### src/fgw_regs.svh
/*
 * Register offsets, field positions, reset values and timing counts
 * for the frame gated watchdog and idle control block.
 * Assumes the includer also imports fgw_pkg for the types.
 */
`ifndef FGW_REGS_SVH
`define FGW_REGS_SVH

// register addresses: power control on the sfr bus, watchdog in xdata
`define FGW_PWR_CTRL_ADDR 8'h87
`define FGW_WD_CTRL_ADDR 16'hFF93

// watchdog control and status fields
`define FGW_WD_REFRESH_BIT 0
`define FGW_WD_CAUSE_BIT 6
`define FGW_WD_ENABLE_BIT 7

// power control fields
`define FGW_PC_IDLE_BIT 0
`define FGW_PC_FLAGS_LO 2
`define FGW_PC_FLAGS_HI 3
`define FGW_PC_BAUD_BIT 7

// reset values
`define FGW_WD_ENABLE_RST 1'b0
`define FGW_WD_CAUSE_RST 1'b0
`define FGW_PC_IDLE_RST 1'b0
`define FGW_PC_FLAGS_RST 2'h0
`define FGW_PC_BAUD_RST 1'b0
`define FGW_WD_COUNT_RST 5'h00

// watchdog counter
`define FGW_WD_COUNT_W 5
`define FGW_WD_COUNT_LAST 5'h1F

// timing
`define FGW_CLK_HZ 25000000
`define FGW_TICK_MS 1
`define FGW_TICK_CYC ((`FGW_CLK_HZ / 1000) * `FGW_TICK_MS)
`define FGW_EXTERNAL_INTERRUPT_ONE_MIN_US 400
`define FGW_EXTERNAL_INTERRUPT_ONE_CYC ((`FGW_EXTERNAL_INTERRUPT_ONE_MIN_US * (`FGW_CLK_HZ / 1000) + 999) / 1000)

`endif

### src/fgw_pkg.sv
/*
 * Types shared by the frame gated watchdog modules.
 * Assumes nothing beyond a SystemVerilog compiler.
 */
package fgw_pkg;

	// gray coded along off -> armed -> run -> suspended
	typedef enum logic [1:0] {
		FGW_WD_OFF = 2'h0,
		FGW_WD_ARMED = 2'h1,
		FGW_WD_RUN = 2'h3,
		FGW_WD_SUSP = 2'h2
	} fgw_wd_state_t;

endpackage

### src/fgw_tick_if.sv
/*
 * Carrier between the watchdog core and its millisecond tick divider.
 * Assumes both ends run on the same system clock.
 */
`timescale 1ns/1ps

interface fgw_tick_if;
	logic run;
	logic tick;

	modport core (output run, input tick);
	modport gen (input run, output tick);
endinterface

### src/fgw_tick_gen.sv
/*
 * Millisecond tick divider: one-cycle enable pulse every TICK_CYCLES.
 * Assumes the core holds run low to restart the phase.
 */
`timescale 1ns/1ps

module fgw_tick_gen
	import fgw_pkg::*;
#(
	parameter int TICK_CYCLES = 25000
) (
	input wire logic i_clk_sys,
	input wire logic i_sys_rst,
	fgw_tick_if.gen tk
);
	localparam int CW = $clog2(TICK_CYCLES + 1);
	localparam logic [CW-1:0] LAST = CW'(TICK_CYCLES - 1);

	logic [CW-1:0] div_q;
	logic tick_q;

	// restart on run low so a refresh always buys a full period
	always_ff @(posedge i_clk_sys or posedge i_sys_rst) begin
		if (i_sys_rst) begin
			div_q <= '0;
		end else if (!tk.run || div_q == LAST) begin
			div_q <= '0;
		end else begin
			div_q <= div_q + 1'b1;
		end
	end

	always_ff @(posedge i_clk_sys or posedge i_sys_rst) begin
		if (i_sys_rst) begin
			tick_q <= 1'b0;
		end else begin
			tick_q <= tk.run && div_q == LAST;
		end
	end

	assign tk.tick = tick_q;
endmodule

### src/fgw_watchdog_idle.sv
/*
 * Frame gated watchdog with idle mode control for the embedded core.
 * Holds the watchdog control/status register (xdata) and the power
 * control register (sfr), the start-of-frame gate, the external_interrupt_one wake filter
 * and the watchdog reset pulse.
 * Assumes sfr and xdata strobes, start-of-frame and usb reset come from
 * logic on i_clk_sys; only the external_interrupt_one pin is asynchronous.
 */
`timescale 1ns/1ps
`include "fgw_regs.svh"

// Behaviour
// - watchdog advances on a 1 ms tick divided from the system clock
// - watchdog counter is five bits, stepped by the 1 ms tick
// - no counting before a start-of-frame is seen, even when enabled
// - 32 ms without refresh while running resets the core
// - writing one to refresh bit 0 restarts; zero ignored; reads zero
// - idle suspends counting; external_interrupt_one wake clears idle and resumes counting
// - enable bit 7 cleared only by power-up or enabled usb reset
// - writing one to enable starts the watchdog; zero keeps it disabled
// - cause bit 6 set by timeout, clear on power-up/usb reset or write one
// - software sets idle bit 0; only external_interrupt_one logic or an enabled usb reset clears it
// - external_interrupt_one must stay asserted 400 us before recognition and wake
// - idle puts core idle, RAM low power, watchdog suspended
// - power control bits 3..2 are read/write general flags, reset 00
// - power control bit 7 selects double baud rate, reset zero
// - power control register sits at sfr address 87h
module fgw_watchdog_idle
	import fgw_pkg::*;
#(
	parameter int TICK_CYCLES = `FGW_TICK_CYC,
	parameter int EXTERNAL_INTERRUPT_ONE_CYCLES = `FGW_EXTERNAL_INTERRUPT_ONE_CYC
) (
	input wire logic i_clk_sys,
	input wire logic i_sys_rst,
	input wire logic [7:0] i_sfr_addr,
	input wire logic i_sfr_wr,
	input wire logic i_sfr_rd,
	input wire logic [7:0] i_sfr_wdata,
	output logic [7:0] o_sfr_rdata,
	output logic o_sfr_hit,
	input wire logic [15:0] i_xd_addr,
	input wire logic i_xd_wr,
	input wire logic i_xd_rd,
	input wire logic [7:0] i_xd_wdata,
	output logic [7:0] o_xd_rdata,
	output logic o_xd_hit,
	input wire logic i_sof_det,
	input wire logic i_usb_rst,
	input wire logic i_usb_rst_en,
	input wire logic i_ext_external_interrupt_one_n,
	output logic o_mcu_wdt_reset,
	output logic o_mcu_idle,
	output logic o_ram_low_power,
	output logic o_external_interrupt_one_irq,
	output logic o_baud_double,
	output logic o_wdt_running
);
	localparam int IW = $clog2(EXTERNAL_INTERRUPT_ONE_CYCLES + 1);
	localparam logic [IW-1:0] EXTERNAL_INTERRUPT_ONE_LAST = IW'(EXTERNAL_INTERRUPT_ONE_CYCLES - 1);
	localparam logic [IW-1:0] EXTERNAL_INTERRUPT_ONE_DONE = IW'(EXTERNAL_INTERRUPT_ONE_CYCLES);

	fgw_tick_if tk ();

	fgw_tick_gen #(
		.TICK_CYCLES(TICK_CYCLES)
	) u_tick (
		.i_clk_sys(i_clk_sys),
		.i_sys_rst(i_sys_rst),
		.tk(tk)
	);

	fgw_wd_state_t state_q;
	fgw_wd_state_t state_d;
	logic [`FGW_WD_COUNT_W-1:0] count_q;
	logic wd_enable_q;
	logic wd_cause_q;
	logic sof_seen_q;
	logic idle_q;
	logic [1:0] gen_flags_q;
	logic baud_double_q;
	logic wdt_reset_q;
	logic external_interrupt_one_irq_q;
	logic external_interrupt_one_meta_q;
	logic external_interrupt_one_sync_q;
	logic [IW-1:0] external_interrupt_one_cnt_q;
	logic [7:0] sfr_rdata_q;
	logic [7:0] xd_rdata_q;

	logic pwr_sel;
	logic wd_sel;
	logic pwr_wr;
	logic wd_wr;
	logic refresh;
	logic func_rst;
	logic external_interrupt_one_active;
	logic external_interrupt_one_wake;
	logic counting;
	logic timeout;
	logic [7:0] wd_status;
	logic [7:0] pwr_word;

	// address decoding
	always_comb begin
		if (i_sfr_addr == `FGW_PWR_CTRL_ADDR) begin
			pwr_sel = 1'b1;
		end else begin
			pwr_sel = 1'b0;
		end
	end

	always_comb begin
		if (i_xd_addr == `FGW_WD_CTRL_ADDR) begin
			wd_sel = 1'b1;
		end else begin
			wd_sel = 1'b0;
		end
	end

	assign pwr_wr = pwr_sel && i_sfr_wr;
	assign wd_wr = wd_sel && i_xd_wr;
	// only a one restarts the count; a zero write is a plain no-op
	assign refresh = wd_wr && i_xd_wdata[`FGW_WD_REFRESH_BIT];
	// usb reset acts only when that reset source is enabled
	assign func_rst = i_usb_rst && i_usb_rst_en;

	// external_interrupt_one pin synchroniser; pin is active low
	always_ff @(posedge i_clk_sys or posedge i_sys_rst) begin
		if (i_sys_rst) begin
			external_interrupt_one_meta_q <= 1'b1;
			external_interrupt_one_sync_q <= 1'b1;
		end else begin
			external_interrupt_one_meta_q <= i_ext_external_interrupt_one_n;
			external_interrupt_one_sync_q <= external_interrupt_one_meta_q;
		end
	end

	assign external_interrupt_one_active = !external_interrupt_one_sync_q;

	// assertion length filter; saturates so one long pulse wakes once
	always_ff @(posedge i_clk_sys or posedge i_sys_rst) begin
		if (i_sys_rst) begin
			external_interrupt_one_cnt_q <= '0;
		end else if (!external_interrupt_one_active) begin
			external_interrupt_one_cnt_q <= '0;
		end else if (external_interrupt_one_cnt_q != EXTERNAL_INTERRUPT_ONE_DONE) begin
			external_interrupt_one_cnt_q <= external_interrupt_one_cnt_q + 1'b1;
		end
	end

	// fires once, in the cycle the filter reaches its length
	assign external_interrupt_one_wake = external_interrupt_one_active && external_interrupt_one_cnt_q == EXTERNAL_INTERRUPT_ONE_LAST;

	always_ff @(posedge i_clk_sys or posedge i_sys_rst) begin
		if (i_sys_rst) begin
			external_interrupt_one_irq_q <= 1'b0;
		end else begin
			external_interrupt_one_irq_q <= external_interrupt_one_wake;
		end
	end

	// idle bit: software sets, only the external_interrupt_one wake or an enabled usb reset clears
	always_ff @(posedge i_clk_sys or posedge i_sys_rst) begin
		if (i_sys_rst) begin
			idle_q <= `FGW_PC_IDLE_RST;
		end else if (func_rst) begin
			idle_q <= `FGW_PC_IDLE_RST;
		end else if (pwr_wr && i_sfr_wdata[`FGW_PC_IDLE_BIT]) begin
			idle_q <= 1'b1;
		end else if (external_interrupt_one_wake) begin
			idle_q <= 1'b0;
		end
	end

	// general flags and baud doubling are plain storage
	always_ff @(posedge i_clk_sys or posedge i_sys_rst) begin
		if (i_sys_rst) begin
			gen_flags_q <= `FGW_PC_FLAGS_RST;
			baud_double_q <= `FGW_PC_BAUD_RST;
		end else if (func_rst) begin
			gen_flags_q <= `FGW_PC_FLAGS_RST;
			baud_double_q <= `FGW_PC_BAUD_RST;
		end else if (pwr_wr) begin
			gen_flags_q <= i_sfr_wdata[`FGW_PC_FLAGS_HI:`FGW_PC_FLAGS_LO];
			baud_double_q <= i_sfr_wdata[`FGW_PC_BAUD_BIT];
		end
	end

	// enable: write one sets; a zero write cannot stop a started dog
	always_ff @(posedge i_clk_sys or posedge i_sys_rst) begin
		if (i_sys_rst) begin
			wd_enable_q <= `FGW_WD_ENABLE_RST;
		end else if (func_rst) begin
			wd_enable_q <= `FGW_WD_ENABLE_RST;
		end else if (wd_wr && i_xd_wdata[`FGW_WD_ENABLE_BIT]) begin
			wd_enable_q <= 1'b1;
		end
	end

	// reset cause: a timeout in the clearing cycle still sets it
	always_ff @(posedge i_clk_sys or posedge i_sys_rst) begin
		if (i_sys_rst) begin
			wd_cause_q <= `FGW_WD_CAUSE_RST;
		end else if (func_rst) begin
			wd_cause_q <= `FGW_WD_CAUSE_RST;
		end else if (timeout) begin
			wd_cause_q <= 1'b1;
		end else if (wd_wr && i_xd_wdata[`FGW_WD_CAUSE_BIT]) begin
			wd_cause_q <= 1'b0;
		end
	end

	// start-of-frame gate, sticky until power-up or usb reset
	always_ff @(posedge i_clk_sys or posedge i_sys_rst) begin
		if (i_sys_rst) begin
			sof_seen_q <= 1'b0;
		end else if (func_rst) begin
			sof_seen_q <= 1'b0;
		end else if (i_sof_det) begin
			sof_seen_q <= 1'b1;
		end
	end

	// watchdog sequencing
	always_comb begin
		state_d = state_q;
		case (state_q)
			FGW_WD_OFF: begin
				if (wd_enable_q) begin
					state_d = FGW_WD_ARMED;
				end
			end
			FGW_WD_ARMED: begin
				if (sof_seen_q) begin
					state_d = FGW_WD_RUN;
				end
			end
			FGW_WD_RUN: begin
				if (idle_q) begin
					state_d = FGW_WD_SUSP;
				end
			end
			FGW_WD_SUSP: begin
				if (!idle_q) begin
					state_d = FGW_WD_RUN;
				end
			end
			default: begin
				state_d = FGW_WD_OFF;
			end
		endcase
		if (!wd_enable_q) begin
			state_d = FGW_WD_OFF;
		end
	end

	// usb reset parks the sequencer; a timeout leaves it running
	always_ff @(posedge i_clk_sys or posedge i_sys_rst) begin
		if (i_sys_rst) begin
			state_q <= FGW_WD_OFF;
		end else if (func_rst) begin
			state_q <= FGW_WD_OFF;
		end else begin
			state_q <= state_d;
		end
	end

	// idle restarts the divider, so suspension can only lengthen the timeout
	assign counting = state_q == FGW_WD_RUN && !idle_q;
	assign tk.run = counting && !refresh;
	// a refresh in the expiry cycle still counts as in time
	assign timeout = counting && tk.tick && !refresh && count_q == `FGW_WD_COUNT_LAST;

	// count of elapsed milliseconds since the last refresh
	always_ff @(posedge i_clk_sys or posedge i_sys_rst) begin
		if (i_sys_rst) begin
			count_q <= `FGW_WD_COUNT_RST;
		end else if (func_rst || state_q == FGW_WD_OFF || state_q == FGW_WD_ARMED) begin
			count_q <= `FGW_WD_COUNT_RST;
		end else if (refresh || timeout) begin
			count_q <= `FGW_WD_COUNT_RST;
		end else if (counting && tk.tick) begin
			count_q <= count_q + 1'b1;
		end
	end

	// the enable and cause bits survive the reset this pulse causes
	always_ff @(posedge i_clk_sys or posedge i_sys_rst) begin
		if (i_sys_rst) begin
			wdt_reset_q <= 1'b0;
		end else begin
			wdt_reset_q <= timeout;
		end
	end

	// register images; refresh and reserved bits always read zero
	always_comb begin
		wd_status = 8'h00;
		wd_status[`FGW_WD_ENABLE_BIT] = wd_enable_q;
		wd_status[`FGW_WD_CAUSE_BIT] = wd_cause_q;
	end

	always_comb begin
		pwr_word = 8'h00;
		pwr_word[`FGW_PC_BAUD_BIT] = baud_double_q;
		pwr_word[`FGW_PC_FLAGS_HI:`FGW_PC_FLAGS_LO] = gen_flags_q;
		pwr_word[`FGW_PC_IDLE_BIT] = idle_q;
	end

	// read data stands one cycle, then returns to zero
	always_ff @(posedge i_clk_sys or posedge i_sys_rst) begin
		if (i_sys_rst) begin
			xd_rdata_q <= 8'h00;
		end else if (wd_sel && i_xd_rd) begin
			xd_rdata_q <= wd_status;
		end else begin
			xd_rdata_q <= 8'h00;
		end
	end

	always_ff @(posedge i_clk_sys or posedge i_sys_rst) begin
		if (i_sys_rst) begin
			sfr_rdata_q <= 8'h00;
		end else if (pwr_sel && i_sfr_rd) begin
			sfr_rdata_q <= pwr_word;
		end else begin
			sfr_rdata_q <= 8'h00;
		end
	end

	assign o_sfr_hit = pwr_sel && (i_sfr_rd || i_sfr_wr);
	assign o_xd_hit = wd_sel && (i_xd_rd || i_xd_wr);
	assign o_sfr_rdata = sfr_rdata_q;
	assign o_xd_rdata = xd_rdata_q;
	assign o_mcu_wdt_reset = wdt_reset_q;
	assign o_mcu_idle = idle_q;
	assign o_ram_low_power = idle_q;
	assign o_external_interrupt_one_irq = external_interrupt_one_irq_q;
	assign o_baud_double = baud_double_q;
	assign o_wdt_running = counting;
endmodule

### config.mk
export PLATFORM = sky130hd
export DESIGN_NAME = fgw_watchdog_idle
export DESIGN_NICKNAME = d
export VERILOG_FILES = /design/src/fgw_pkg.sv /design/src/fgw_tick_if.sv /design/src/fgw_tick_gen.sv /design/src/fgw_watchdog_idle.sv
export VERILOG_INCLUDE_DIRS = /design/src
export SDC_FILE = /design/constraint.sdc
export NUM_CORES = 1
export LEC_CHECK = 0
export BUFFER_PORTS_ARGS = -buffer_cell sky130_fd_sc_hd__buf_2
export CAP_MARGIN = 20
export CORE_ASPECT_RATIO = 0.5
export CORE_UTILIZATION = 30
export CTS_CLUSTER_SIZE = 25
export DETAILED_ROUTE_END_ITERATION = 8
export PLACE_DENSITY = 0.59
export SETUP_SLACK_MARGIN = 0.05
export SLEW_MARGIN = 10
export SYNTH_ARGS = -nofsm -noshare
export SYNTH_HDL_FRONTEND = slang
export SYNTH_SLANG_ARGS = --single-unit
### constraint.sdc
create_clock -name i_clk_sys -period 2.5 [get_ports i_clk_sys]
set_clock_uncertainty 0.2 [all_clocks]
set_input_delay 0.25 -clock i_clk_sys [delete_from_list [all_inputs] [get_ports i_clk_sys]]
set_output_delay 0.25 -clock i_clk_sys [all_outputs]
set_load 0.005 [all_outputs]
* After elaboration in Yosys (flattened, before gate mapping)
Cells that the tools add are included.
W data, S select, Z words.
** Storage, ports and cells
- RAM bits :: 0
- Memories kept :: 0
- Word-level logic and storage cells :: 99
- Register bits after elaboration :: 64
- Latch bits :: 0
- ROM bits :: 0
- Input bits :: 50
- Output and inout bits :: 24
** Operators by class
- Reductions and logical operators :: 37
- Muxes and demuxes :: 30
- Bitwise gates (word level) :: 0
- Divide/modulo/power cells :: 0
- Eq/ne operators :: 12
- Shifts and indexed selects :: 0
- $add $sub $neg :: 3
- $lt $le $gt $ge :: 0
- Multipliers :: 0
** Operators with widths (count)
- $mux W14 :: 2
- $logic_and A1 B1 Y1 :: 18
- $eq A16 B16 Y1 const B :: 1
- $mux W8 :: 2
- $add A15 B1 Y15 const B :: 1
- $eq A15 B15 Y1 const B :: 1
- $mux W15 :: 1
- $mux W5 :: 3
- $add A14 B1 Y14 const B :: 1
- $eq A14 B14 Y1 const B :: 1
- $mux W1 :: 14
- $mux W2 :: 7
- $ne A14 B14 Y1 const B :: 1
- $ne A4 B4 Y1 const B :: 3
- $reduce_bool A3 Y1 :: 3
- $eq A8 B8 Y1 const B :: 1
- $pmux W2 S4 :: 1
- $reduce_bool A2 Y1 :: 4
- $logic_or A1 B1 Y1 :: 6
- $add A5 B1 Y5 const B :: 1
- $eq A5 B5 Y1 const B :: 1
- $eq A2 B2 Y1 const B :: 2
- $logic_not A1 Y1 :: 4
- $reduce_and A3 Y1 :: 1
- other kinds (2) :: 2

* Longest topological paths before layout
- Word-level depth :: 10
- Mapped depth :: 6
- Gate-level depth less buffers :: 6

* Cells and area by module
From an unflattened synthesis, not the netlist that was laid out.
** Second synthesis, totals
- Cell total of the unflattened synthesis :: 269
- Area, all modules :: 2678.8 µm²
** By module, submodules not included
- fgw_watchdog_idle :: sequential area each 953.4 µm², area an instance 1894.3 µm², cells an instance 192, instances 1
- fgw_tick_gen :: sequential area each 400.4 µm², area an instance 784.5 µm², cells an instance 77, instances 1

* Worst setup path before layout
OpenSTA, ideal clock, no wires.
- Path kind :: input to register
- Start :: input i_xd_addr[2]
- End :: register u_tick.div_q[12]
- Setup slack :: 383 ps
- Data required time :: 2181 ps
- Path buffers :: 2
- Data arrival time :: 1798 ps
- Stages :: 6
- Cells stage by stage :: or4b_1 or4_1 buf_2 o211ai_4 buf_6 nor2_1
** Between the ends
- Cells in the longest elaborated chain, start to end :: 9
** Ends and longest elaborated chain
- from (decl) :: line fgw_watchdog_idle.sv:42 : input wire logic [15:0] i_xd_addr,
- $eq A16 B16 Y1 (no line)
- $mux W1 :: line fgw_watchdog_idle.sv:113 : if (i_xd_addr == `FGW_WD_CTRL_ADDR) begin
- $logic_and A1 B1 Y1 :: line fgw_watchdog_idle.sv:121 : assign wd_wr = wd_sel && i_xd_wr;
- $logic_and A1 B1 Y1 :: line fgw_watchdog_idle.sv:123 : assign refresh = wd_wr && i_xd_wdata[`FGW_WD_REFRESH_BIT];
- $logic_not A1 Y1 :: line fgw_watchdog_idle.sv:270 : assign tk.run = counting && !refresh;
- $logic_and A1 B1 Y1 :: line fgw_watchdog_idle.sv:270
- $logic_not A1 Y1 :: line fgw_tick_gen.sv:26 : end else if (!tk.run || div_q == LAST) begin
- $logic_or A1 B1 Y1 :: line fgw_tick_gen.sv:26
- $mux W15 :: line fgw_tick_gen.sv:26
- to (signal assigned) :: line fgw_tick_gen.sv:29 : div_q <= div_q + 1'b1;
- to (decl) :: line fgw_tick_gen.sv:19 : logic [CW-1:0] div_q;
Every way passes these cells.
A chain may end at the register's enable or synchronous reset.

* Worst setup path in the final report
- Start :: register count_q[0]
- End :: register count_q[2]
** Between the ends
- Cells in the longest elaborated chain, start to end :: 5
- Elaborated cells between the ends (all ways) :: 8
- Those cells by class :: 1 x add/sub; 1 x eq/ne; 3 x mux; 3 x reduce/logical
** Ends and longest elaborated chain
- from (decl) :: line fgw_watchdog_idle.sv:75 : logic [`FGW_WD_COUNT_W-1:0] count_q;
- from (signal assigned) :: line fgw_watchdog_idle.sv:277 : count_q <= `FGW_WD_COUNT_RST;
- from (signal assigned) :: line fgw_watchdog_idle.sv:279 : count_q <= `FGW_WD_COUNT_RST;
- from (signal assigned) :: line fgw_watchdog_idle.sv:281 : count_q <= `FGW_WD_COUNT_RST;
- branches (longest 5 deep; another with $add A5 B1 Y5)
Several ways; the timed one is not identified. The select of a mux whose other input is x is not followed.

==> flow_summary.toml <==
[worst_hold_path]
min_from = "i_sfr_wdata[2]"
whs_path_depth = 3
hold_end = "gen_flags_q[0]"
min_path_type = "in2reg"

[clock_tree]
cts-root-buf = "clkbuf_16"
postCtsSetupBuffers = 0
clkTransAtPathRegs_ps = 70
cts.sinks = 54
clk_latency_ps = 280
cts_buffers = 5
clock_path_buffers = 2
htree_num_levels = 2
tritoncts = "yes"

[logic_synthesis]
synth_edf_count = 0
synth_top_area_share_pct = 49.45
synth_most_common_cell = "dfrtp_1"
syn_area_per_cell_um2 = 9.855
syn_area_um2 = 2631
async_flop_share_pct = 100.0
seq_area_frac_synth_pct = 51.45
synth_commonest_cells = "52 x dfrtp_1, 48 x nor2_1, 20 x xnor2_1"
synth_seq_cells = 54
synth_area_leaders = "dfrtp_1 49%, nor2_1 6.8%, xnor2_1 6.7%"
synthDistinctLibCells = 40
syn_inst = 267
synth_ff_type = "dfrtp_1"
ys_warn_count = 0
synth_area_leader_cell = "dfrtp_1"

[critical_path]
cp.arrival_ps = 2230
slowest_delay_ps = 660
cp_common_cell = "ha_1"
crit_fanout = 8
crit_chain = "ha_1, and3_1, ha_1, or4b_2, a21oi_1"
path_class = "reg2reg"
reg2reg_from = "count_q[0]"
required_ps = 2510
end_kind = "flip-flop"
reg2reg_depth = 5
r2r_setup_slack_ps = 280
r2r-end = "count_q[2]"
cp_slowest_cell = "or4b_2"
critPathLaunchType = "flip-flop"

[global_routing]
grtUsageTotal_pct = 12.54
overflow = 0
grt_max_degree = 26
antenna_found_initial = 0
first_global_vias = 2082
grt_pass1_wl_um = 9287

[sta]
grt_setup_unrepaired = "false"
clock.fmax_mhz = 449.5
finalCritPeriodShare_pct = 88.99
tightest_slew_ps = 531.0
min_period_ps = 2225
report.final.slew_viol_count = 0
fin_setup_tns_ps = 0
slew_headroom_pct = 64.27
setup_viol = 0
finalHoldViolCount = 0

[cells_and_area]
final_cell_area_um2 = 3187
final_cell_count_no_fill = 440
antenna_cells = 0
layout-drive-gt1-share_pct = 21.95
syn2layout_area_growth_pct = 21.11
post-route-util_pct = 38.59
fill_cells = 802
final_nets = 382

[floorplan]
io_pins = 74
core_area_um2 = 8259
start_util_pct = 31.86
fp.dieW_um = 134.4
num_rows = 23
dieArea_um2 = 9173
die_h_um = 68.23

[place]
placed_area_um2 = 2988
dp_hpwl_um = 3908
io_buffers = 54
placedCellCount = 429
place_congestion = 0.8266

[pwr]
finalPower_mw = 1.741
peakVddDrop_mv = 0.3154
p_leak_nw = 1.452
power.density_nw_per_um2 = 546.4

[run]
cap_violations = 0

[drt]
drt_iter0_drc = 108
vias_per_cell = 4.677
wl_per_cell_um = 11.63
routed_wl_um = 5118
ant_nets = 0
drc = 0
first_pass_iters = 4
num_vias = 2058

[run_status]
outcome = "finished, final reports clean"
[flip-flops by register name, indices dropped and copies added (netlist names), 2 cells and up]
register	cells
count_q	5
external_interrupt_one_cnt_q	14
gen_flags_q	2
o_sfr_rdata	4
o_xd_rdata	2
state_q	2
u_tick.div_q	15
[kinds of logic (layout without fill, tap and decap cells)]
group / Yosys count / count (layout) / synth area share, %
simple gates: 133 / 133 / 26.01
flops: 54 / 54 / 51.45
buf+inv: 26 / 78 / 5.611
xor+xnor: 23 / 23 / 7.656
compound gates: 20 / 20 / 4.803
fa+ha+maj: 5 / 5 / 2.378
mux: 5 / 5 / 1.950
other cells: 1 / 10 / 0.1425
[timing repair]
action                                 in CTS  in global routing
gates resized for setup                     0                  0
hold buffers                                3                  0
endpoints found under the hold margin      24                  0
[cell type report]
| type | count | area, µm² | area share [%] |
|---|---|---|---|
| inverters | 10 | 37.54 | 1.178 |
| multi-input cells | 196 | 1164 | 36.51 |
| clock inverters | 3 | 43.79 | 1.374 |
| flip-flops and latches | 54 | 1354 | 42.48 |
| repair buffers | 60 | 322.8 | 10.13 |
| clock buffers | 5 | 125.1 | 3.926 |
| well taps | 112 | 140.1 | 4.397 |
[cell usage in the layout, fill, tap and decap left out, drive strengths merged, types with 5 or more instances in the layout]
cell	count
dfrtp	52
nand2	16
and3	7
nand4	6
nor4	9
conb	10
inv	11
ha	5
xnor2	20
nor2	48
nand3	14
clkbuf	5
nor3	8
buf	57
a21oi	10
[where the power goes]
group | total, mW | switching [mW] | internal, mW
combinational | 0.0815 | 0.0428 | 0.0387
clock | 0.768 | 0.294 | 0.474
sequential | 0.892 | 0.0103 | 0.882
total | 1.74 | 0.347 | 1.39
[routing by layer]
metal | wire (µm) | share of wire, % | up-vias | global-route usage, %
li1 | - | - | 1016 | -
met4 | 64 | 1.3 | 0 | 3.652
met2 | 2656 | 52 | 39 | 24.35
met1 | 2222 | 43 | 997 | 14.46
met5 | 0 | 0 | - | 0
met3 | 175 | 3.4 | 6 | 2.296
[worst max-delay path by stage]
stage | to | depth (start not counted) | slack [ps] | from
2_1_floorplan | u_tick.div_q[12] | 6 | 380 | i_xd_addr[2]
5_1_grt | count_q[2] | 5 | 190 | count_q[0]
4_1_cts | o_xd_hit | 5 | 280 | i_xd_addr[2]
6_report | count_q[2] | 5 | 280 | count_q[0]
3_5_place_dp | u_tick.div_q[4] | 5 | 90 | i_xd_addr[2]
3_3_place_gp | u_tick.div_q[7] | 5 | 130 | i_xd_addr[2]
[through the flow]
step / hold WS, ps / worst slack (ps)
after global routing: 28.36 / 186.7
after floorplan: 54.48 / 382.8
final: 6.682 / 275.3
after CTS: 4.741 / 277.1
after global placement: 101.4 / 129.2
after detailed placement: 111.3 / 90.64
[critical path: cells and delay by family, from the launching register on]
family	cells	cell delay [ps]
AOI/OAI and AO/OA	1	170
adders and majority gates	2	510
DFF	1	420
and+or+nand+nor	2	850
No activity file was read; power rests on OpenSTA's default activity.
